$ cat config.mk
export PLATFORM = sky130hd
export DESIGN_NAME = processor_config_model_regs
export DESIGN_NICKNAME = d
export VERILOG_FILES = /design/src/model_regs_pkg.sv /design/src/processor_config_model_regs.sv /design/src/strap_capture.sv
export SDC_FILE = /design/constraint.sdc
export NUM_CORES = 1
export LEC_CHECK = 0
export BUFFER_PORTS_ARGS = -buffer_cell sky130_fd_sc_hd__buf_2
export CAP_MARGIN = 40
export CORE_MARGIN = 2
export CORE_UTILIZATION = 47
export DETAILED_ROUTE_END_ITERATION = 7
export PLACE_DENSITY = 0.74
export SYNTH_ARGS = -nofsm -noshare
export SYNTH_HDL_FRONTEND = slang
export SYNTH_HIERARCHICAL = 1
export SYNTH_SLANG_ARGS = --single-unit
$ cat constraint.sdc
create_clock -name ref_clk -period 2.76 [get_ports ref_clk]
set_input_delay 0.138 -clock ref_clk [delete_from_list [all_inputs] [get_ports ref_clk]]
set_output_delay 0.138 -clock ref_clk [all_outputs]
set_load 0.01 [all_outputs]
$ cat src/model_regs_pkg.sv
package model_regs_pkg;
   // register indices as seen by the special register instructions
   localparam logic [7:0] stamp_counter_idx = 8'h10;
   localparam logic [7:0] platform_id_idx = 8'h17;
   localparam logic [7:0] intr_base_idx = 8'h1B;
   localparam logic [7:0] hard_poweron_idx = 8'h2A;

   // field positions
   localparam int platform_flag_lsb = 50;
   localparam int platform_flag_msb = 52;
   localparam int boot_flag_bit = 8;
   localparam int intr_enable_bit = 11;
   localparam int intr_base_lsb = 12;
   localparam int intr_base_msb = 31;
   localparam int tristate_strap_bit = 0;
   localparam int half_width = 32;

   // values after reset
   localparam logic [63:0] stamp_reset = 64'h0;
   localparam logic intr_enable_reset = 1'b1;
   localparam logic [19:0] intr_base_reset = 20'hFEE00;
   localparam logic [1:0] strap_sync_reset = 2'h0;
   // clocks after reset release until the synchroniser holds a fresh pin sample
   localparam logic [1:0] strap_fill_cycles = 2'h2;

   // default platform flag; arbitrary value
   localparam logic [2:0] platform_flag_default = 3'h0;
endpackage

$ cat src/processor_config_model_regs.sv
`timescale 1ns/1ps
// How it works
// - 64-bit stamp counter read returns full count
// - legacy: low-half write clears upper half
// - newer variant: all 64 bits writable
// - platform register read-only, flag at 52:50
// - bit 8 shows bootstrap processor flag
// - bit 11 globally enables interrupt controller
// - bits 31:12 hold controller base address
// - power-on register holds only read-only status bits
// - bit 0 reports tristate strap pin
// - strap bits captured on the third clock after reset release
// - strap bit reads 1 when pin asserted
module processor_config_model_regs (
   // clock and reset
   input wire logic ref_clk,
   input wire logic arst_n,
   // static configuration
   input wire logic full_width_write,
   input wire logic bootstrap_processor_flag,
   input wire logic [2:0] platform_flag,
   // strap pin, active low on the bus
   input wire logic system_mgmt_interrupt_pin_n,
   // special register access
   input wire logic reg_read,
   input wire logic reg_write,
   input wire logic [7:0] reg_index,
   input wire logic [63:0] reg_wdata,
   input wire logic stamp_read,
   output logic [63:0] reg_rdata,
   output logic reg_hit,
   // controls to the interrupt controller
   output logic intr_ctrl_enable,
   output logic [19:0] intr_ctrl_base
);
   import model_regs_pkg::*;

   // ==================================================
   // state
   typedef struct packed {
      logic [63:0] stamp;
      logic intr_enable;
      logic [19:0] intr_base;
      logic [63:0] rdata;
      logic hit;
   } state_type;

   state_type s_q;
   state_type s_d;
   logic tristate_strap;
   logic strap_level;
   logic [63:0] platform_word;
   logic [63:0] intr_word;
   logic [63:0] poweron_word;

   // ==================================================
   // strap capture
   // the raw pin goes straight into the synchroniser; it is asserted low, so the held level is inverted
   strap_capture u_tristate (
      .ref_clk(ref_clk),
      .arst_n(arst_n),
      .strap_pin(system_mgmt_interrupt_pin_n),
      .strap_value(strap_level)
   );
   assign tristate_strap = !strap_level;

   // ==================================================
   // read words
   always_comb begin
      platform_word = 64'h0;
      platform_word[platform_flag_msb:platform_flag_lsb] = platform_flag;
      intr_word = 64'h0;
      intr_word[boot_flag_bit] = bootstrap_processor_flag;
      intr_word[intr_enable_bit] = s_q.intr_enable;
      intr_word[intr_base_msb:intr_base_lsb] = s_q.intr_base;
      // only the read-only strap status lives here; no writable bits are defined yet
      poweron_word = 64'h0;
      poweron_word[tristate_strap_bit] = tristate_strap;
   end

   // ==================================================
   // next state
   always_comb begin
      s_d = s_q;
      s_d.stamp = s_q.stamp + 64'h1;
      s_d.hit = 1'b0;
      if (reg_write) begin
         unique case (reg_index)
            stamp_counter_idx: begin
               if (full_width_write) begin
                  s_d.stamp = reg_wdata;
               end else begin
                  s_d.stamp = {32'h0, reg_wdata[half_width-1:0]};
               end
            end
            intr_base_idx: begin
               s_d.intr_enable = reg_wdata[intr_enable_bit];
               s_d.intr_base = reg_wdata[intr_base_msb:intr_base_lsb];
            end
            default: begin
               // read-only and unmapped indices ignore writes
               s_d.intr_enable = s_q.intr_enable;
            end
         endcase
      end
      if (stamp_read) begin
         s_d.rdata = s_q.stamp;
         s_d.hit = 1'b1;
      end else if (reg_read) begin
         s_d.hit = 1'b1;
         unique case (reg_index)
            stamp_counter_idx: s_d.rdata = s_q.stamp;
            platform_id_idx: s_d.rdata = platform_word;
            intr_base_idx: s_d.rdata = intr_word;
            hard_poweron_idx: s_d.rdata = poweron_word;
            default: begin
               s_d.rdata = 64'h0;
               s_d.hit = 1'b0;
            end
         endcase
      end
   end

   always_ff @(posedge ref_clk or negedge arst_n) begin
      if (!arst_n) begin
         s_q.stamp <= stamp_reset;
         s_q.intr_enable <= intr_enable_reset;
         s_q.intr_base <= intr_base_reset;
         s_q.rdata <= 64'h0;
         s_q.hit <= 1'b0;
      end else begin
         s_q <= s_d;
      end
   end

   assign reg_rdata = s_q.rdata;
   assign reg_hit = s_q.hit;
   assign intr_ctrl_enable = s_q.intr_enable;
   assign intr_ctrl_base = s_q.intr_base;
endmodule

$ cat src/strap_capture.sv
`timescale 1ns/1ps
// holds a pin strap value taken on the third clock after reset release
module strap_capture (
   // clock and reset
   input wire logic ref_clk,
   input wire logic arst_n,
   // pin and captured value
   input wire logic strap_pin,
   output logic strap_value
);
   import model_regs_pkg::*;

   typedef struct packed {
      logic [1:0] sync;
      logic [1:0] count;
      logic taken;
      logic value;
   } state_type;

   state_type s_q;
   state_type s_d;

   always_comb begin
      s_d = s_q;
      s_d.sync = {s_q.sync[0], strap_pin};
      // value is caught once, only after the synchroniser has refilled from the pin;
      // catching earlier would report the reset content of the flops instead of the strap
      if (!s_q.taken) begin
         if (s_q.count == strap_fill_cycles) begin
            s_d.value = s_q.sync[1];
            s_d.taken = 1'b1;
         end else begin
            s_d.count = s_q.count + 2'h1;
         end
      end
   end

   always_ff @(posedge ref_clk or negedge arst_n) begin
      if (!arst_n) begin
         s_q <= '0;
      end else begin
         s_q <= s_d;
      end
   end

   assign strap_value = s_q.value;
endmodule
Word level (Yosys, flattened, before mapping)
Cells that the tools add are included.
W data, S select, Z words.

storage, ports and cells
  register bits = 156
  input bits = 83
  output and inout bits = 86

cells by class
  add/subtract/negate cells = 2
  equal/unequal tests = 5
  multiplexer cells = 11
  bitwise logic cells = 2
  reductions and logical operators = 6

operators by type and width
  kind                     number
  $pmux W64 S4             1
  $mux W65                 2
  $mux W64                 2
  $mux W85                 1
  $add A64 B1 Y64 const B  1
  $eq A8 B5 Y1 const B     3
  $mux W20                 1
  $eq A8 B6 Y1 const B     1
  $reduce_and A2 Y1        3
  $mux W2                  2
  $reduce_or A4 Y1         1
  $add A2 B1 Y2 const B    1
  $eq A2 B2 Y1 const B     1
  $mux W1                  2
  $not A1 Y1               2
  $reduce_bool A2 Y1       1
  $logic_not A1 Y1         1

Longest topological paths before layout
  depth in word-level cells = 5
  depth in mapped cells = 7

By module
The synthesis kept the hierarchy.

by module, submodules not included
  module                       instances  cells an instance  area each (um2)  seq. area each (um2)
  processor_config_model_regs  1          847                7896.3           3767.4
  strap_capture                1          14                 234.0            150.1

Worst setup path after synthesis
OpenSTA, ideal clock, no wires.

  kind = reg2reg
  start point = reg s_q[86] (netlist name)
  end point = reg s_q[140] (netlist name)
  setup time = 0.082 ns
  arrival = 1.920 ns
  slack = 0.758 ns
  stages on the path, launching flop included = 8
  period minus slack after synthesis = 2.002 ns
  cell sequence = dfrtp_1 -> ha_1 -> nand3_1 -> nor4_4 -> nand4_2 -> buf_2 -> or3_1 -> a31oi_1

RTL lines
  item             line                               source
  start, declared  processor_config_model_regs.sv:48  state_type s_q;

==> summary.txt <==
Run status
  • Outcome: finished, final reports clean

Placed design
  • Cell area after placement: 8610 um^2
  • GP Congestion: ~0.88
  • Post-Place Cells: 1138
  • Post-DP HPWL: 13910 um
  • PortBufs: 168

Setup path
  • CP Class: reg2reg
  • Reg2reg end: s_q[146]
  • Peak fanout along the critical path: 14
  • FF-to-FF Start: s_q[86]
  • Worst Setup EP: s_q[146]
  • Reg2Reg Depth: 6
  • Worst Path Required: about 3.1 ns
  • Worst setup startpoint: s_q[86]
  • CP startpoint kind: register
  • Flop2flop setup slack: 0.23 ns
  • Crit. End Element: register
  • CP arrival: 2.87 ns

Synth
  • Sequential share of the synthesized area: 48.18%
  • Most common cell in the synthesized netlist: nand2_1
  • Post-synth EDFFs: 0
  • Asr flop ratio synth: 100.0%
  • Mean Syn Cell Area: approximately 9.4 um^2
  • Synthesized area: approximately 8100 um^2
  • Synth unique cells: 50
  • Syn_nets: 946
  • Ranking of synthesized cells by area: dfrtp_1 (45%), buf_4 (7.8%), nand2_1 (6.8%), o21ai_0 (4.5%), nand3_1 (4.2%)
  • Post-Synthesis Cells: 861
  • Predominant post-synthesis flop cell: dfrtp_1
  • Flops & latches, synth: 156
  • Post-synth top cells: nand2_1 (148), dfrtp_1 (145), buf_4 (84)
  • Yosys Warn Count: 6
  • Yosys top cell area share: 44.63%
  • Area leader, netlist: dfrtp_1

Pwr
  • Pwr dens: 665.0 nW/um^2
  • LEAKAGE: between 0.004 and 0.005 uW
  • Max VDD drop: 461.8 uV

Drt
  • DRC: 0
  • Post-Route WL: about 21000 um
  • Vias per cell: roughly 5.5
  • Antenna viol nets, final: 0
  • Initial DRC Count: roughly 530
  • Pre-antenna DRT Iters: 5
  • Total number of vias: 6741
  • DR WL/cell: 17.17 um

Layout
  • Nets: about 1100
  • Non-filler cells, final: 1215
  • Area Growth Syn to Fin: 18.65%
  • Share of cells above drive strength 1: 27.07%
  • Final instance area: 9647 um^2
  • Footprint of the multi-input gates: ~3400 um^2
  • Util after Layout: 56.36%
  • N_diodes: 0
  • Fillers: 1524
  • Register Area: 3918 um^2

CTS
  • Num CTS Buffers: 17
  • H-tree depth: 4
  • Clock transition at path regs: 0.06 ns
  • CTS Buffer Depth: 2
  • Skew-Pair Late Insertion Delay: approximately 0.43 ns
  • Post-CTS sizing: 0
  • CTS tree: done
  • Cts-stage hold buffer count: 45
  • Post-CTS setup buffer count: 0
  • Clock root cell: clkbuf_16
  • Sink Count: 156

Floorplan
  • Starting Density: approximately 48%
  • Num ports: 169
  • Row count: 48
  • Core area: 17120 um^2
  • Die area: 18370 um^2
  • Die width: 135.5 um
  • Die Ht: 135.5 um

Timing
  • Setup TNS: 0 ns
  • Minimum clock period: 2.532 ns
  • RSZ-0062 raised after global routing: false
  • Max-slew violation count: 0
  • Final period utilization: 91.75%
  • Final Hold Vio Count: 0
  • Fmax: 0.3949 GHz
  • Max_slew headroom: 47.87%
  • Clk_skew: 0.01151 ns
  • Worst Tran Pin Value: 0.7760 ns
  • Final Setup Violations: 0

Job
  • Number of max-cap violations: 0

Worst hold path
  • Hold Crit Class: in2reg

Global routing
  • First-pass GRT wire length: 33430 um
  • Vias in the first global route: approximately 6600
  • Total GRT Usage: roughly a quarter
  • Largest net degree at the start of global routing: 76
  • GR Overflow Total: 0
  • Antenna violations before repair: 0
-- final cells by class --
| class | instances | area share [%] |
|---|---|---|
| Clock inverter | 11 | 1.206 |
| Tap cell | 225 | 2.918 |
| Clock buffer | 21 | 4.877 |
| Multi-Input combinational cell | 566 | 35.08 |
| Inverter | 7 | 0.2724 |
| Timing Repair Buffer | 229 | 15.03 |
| Sequential cell | 156 | 40.61 |
-- how the worst min path moves through the flow --
| stage | startpoint | slack [ns] | cells past startpoint | to |
|---|---|---|---|---|
| finish | reg_wdata[38] | 0.02 | 3 | s_q[124] |
| global route | reg_wdata[46] | 0.03 | 3 | s_q[132] |
| CTS | platform_flag[2] | 0.004 | 3 | reg_rdata[52] |
| detailed placement | arst_n | 0.19 | 1 | reg_rdata[56] |
| global placement | arst_n | 0.18 | 1 | reg_rdata[49] |
| floorplan | arst_n | -0.16 | 0 | intr_ctrl_base[0] |
-- routing by layer --
metal	vias to the layer above	global-route usage, %	share of wire [%]
met5	-	0	0
met4	0	8.102	2.1
met3	27	4.340	5.4
met2	229	36.91	47
met1	3286	32.67	45
li1	3199	-	-
-- report_power, final --
group / leakage [uW] / total, uW / switching [uW] / internal [uW]
clock network: 0.000285 / 2330 / 934 / 1400
registers: 0.00201 / 3110 / 439 / 2670
logic: 0.00214 / 974 / 516 / 458
-- through the flow --
stage               total power (uW)  hold WS, ns  worst slack, ns
finish                          6415      0.02216           0.2276
global placement                4015       0.1849           0.3675
detailed placement              4059       0.1899           0.2657
global route                    6729      0.02828          0.02244
CTS                             6441     0.004254           0.2459
floorplan                       3767      -0.1576           0.7584
-- worst max-delay path: stages (launching register included) --
cell     delay, ns
dfrtp_1       0.44
ha_1          0.23
nand3_1       0.19
nor4_4        0.42
nand4_2       0.38
or4_1         0.60
a31oi_1       0.18
-- layout by cell type, fill, tap and decap left out, types with 5 or more instances in the layout --
| master | instances |
|---|---|
| a21oi_1 | 33 |
| a22oi_1 | 22 |
| a31oi_1 | 20 |
| and3_1 | 5 |
| and4_1 | 7 |
| buf_2 | 167 |
| buf_4 | 13 |
| clkbuf_16 | 17 |
| clkinv_2 | 5 |
| dfrtp_1 | 145 |
| dfstp_2 | 11 |
| dlygate4sd3_1 | 45 |
| inv_1 | 7 |
| mux2_2 | 20 |
| nand2_1 | 148 |
| nand3_1 | 68 |
| nand4_1 | 27 |
| nor2_1 | 13 |
| nor3_1 | 8 |
| o21ai_0 | 73 |
| o21ai_1 | 5 |
| o31ai_1 | 8 |
| or3_1 | 17 |
| or4_1 | 6 |
| xnor2_1 | 9 |
| xor2_1 | 33 |
-- sequential cells by signal, indices dropped and copies added (netlist names) --
| register | flops |
|---|---|
| intr_ctrl_enable | 1 |
| u_tristate/s_q | 4 |
| u_tristate/strap_value | 1 |
| u_tristate/s_d | 1 |
| intr_ctrl_base | 20 |
| reg_rdata | 64 |
| s_q | 64 |
| reg_hit | 1 |
-- logic make-up (layout without fill, tap and decap cells) --
| family | count (synthesis) | in the layout | synth area share [%] |
|---|---|---|---|
| AND/OR/NAND/NOR | 331 | 331 | 21.22 |
| AO/OA/AOI/OAI | 168 | 168 | 11.94 |
| flip-flops | 156 | 156 | 48.18 |
| buffers and inverters | 139 | 268 | 10.53 |
| XOR/XNOR | 43 | 43 | 4.725 |
| multiplexers | 22 | 22 | 3.093 |
| adder cells (fa/ha/maj) | 2 | 2 | 0.3077 |
No activity file was read; power rests on OpenSTA's default activity.
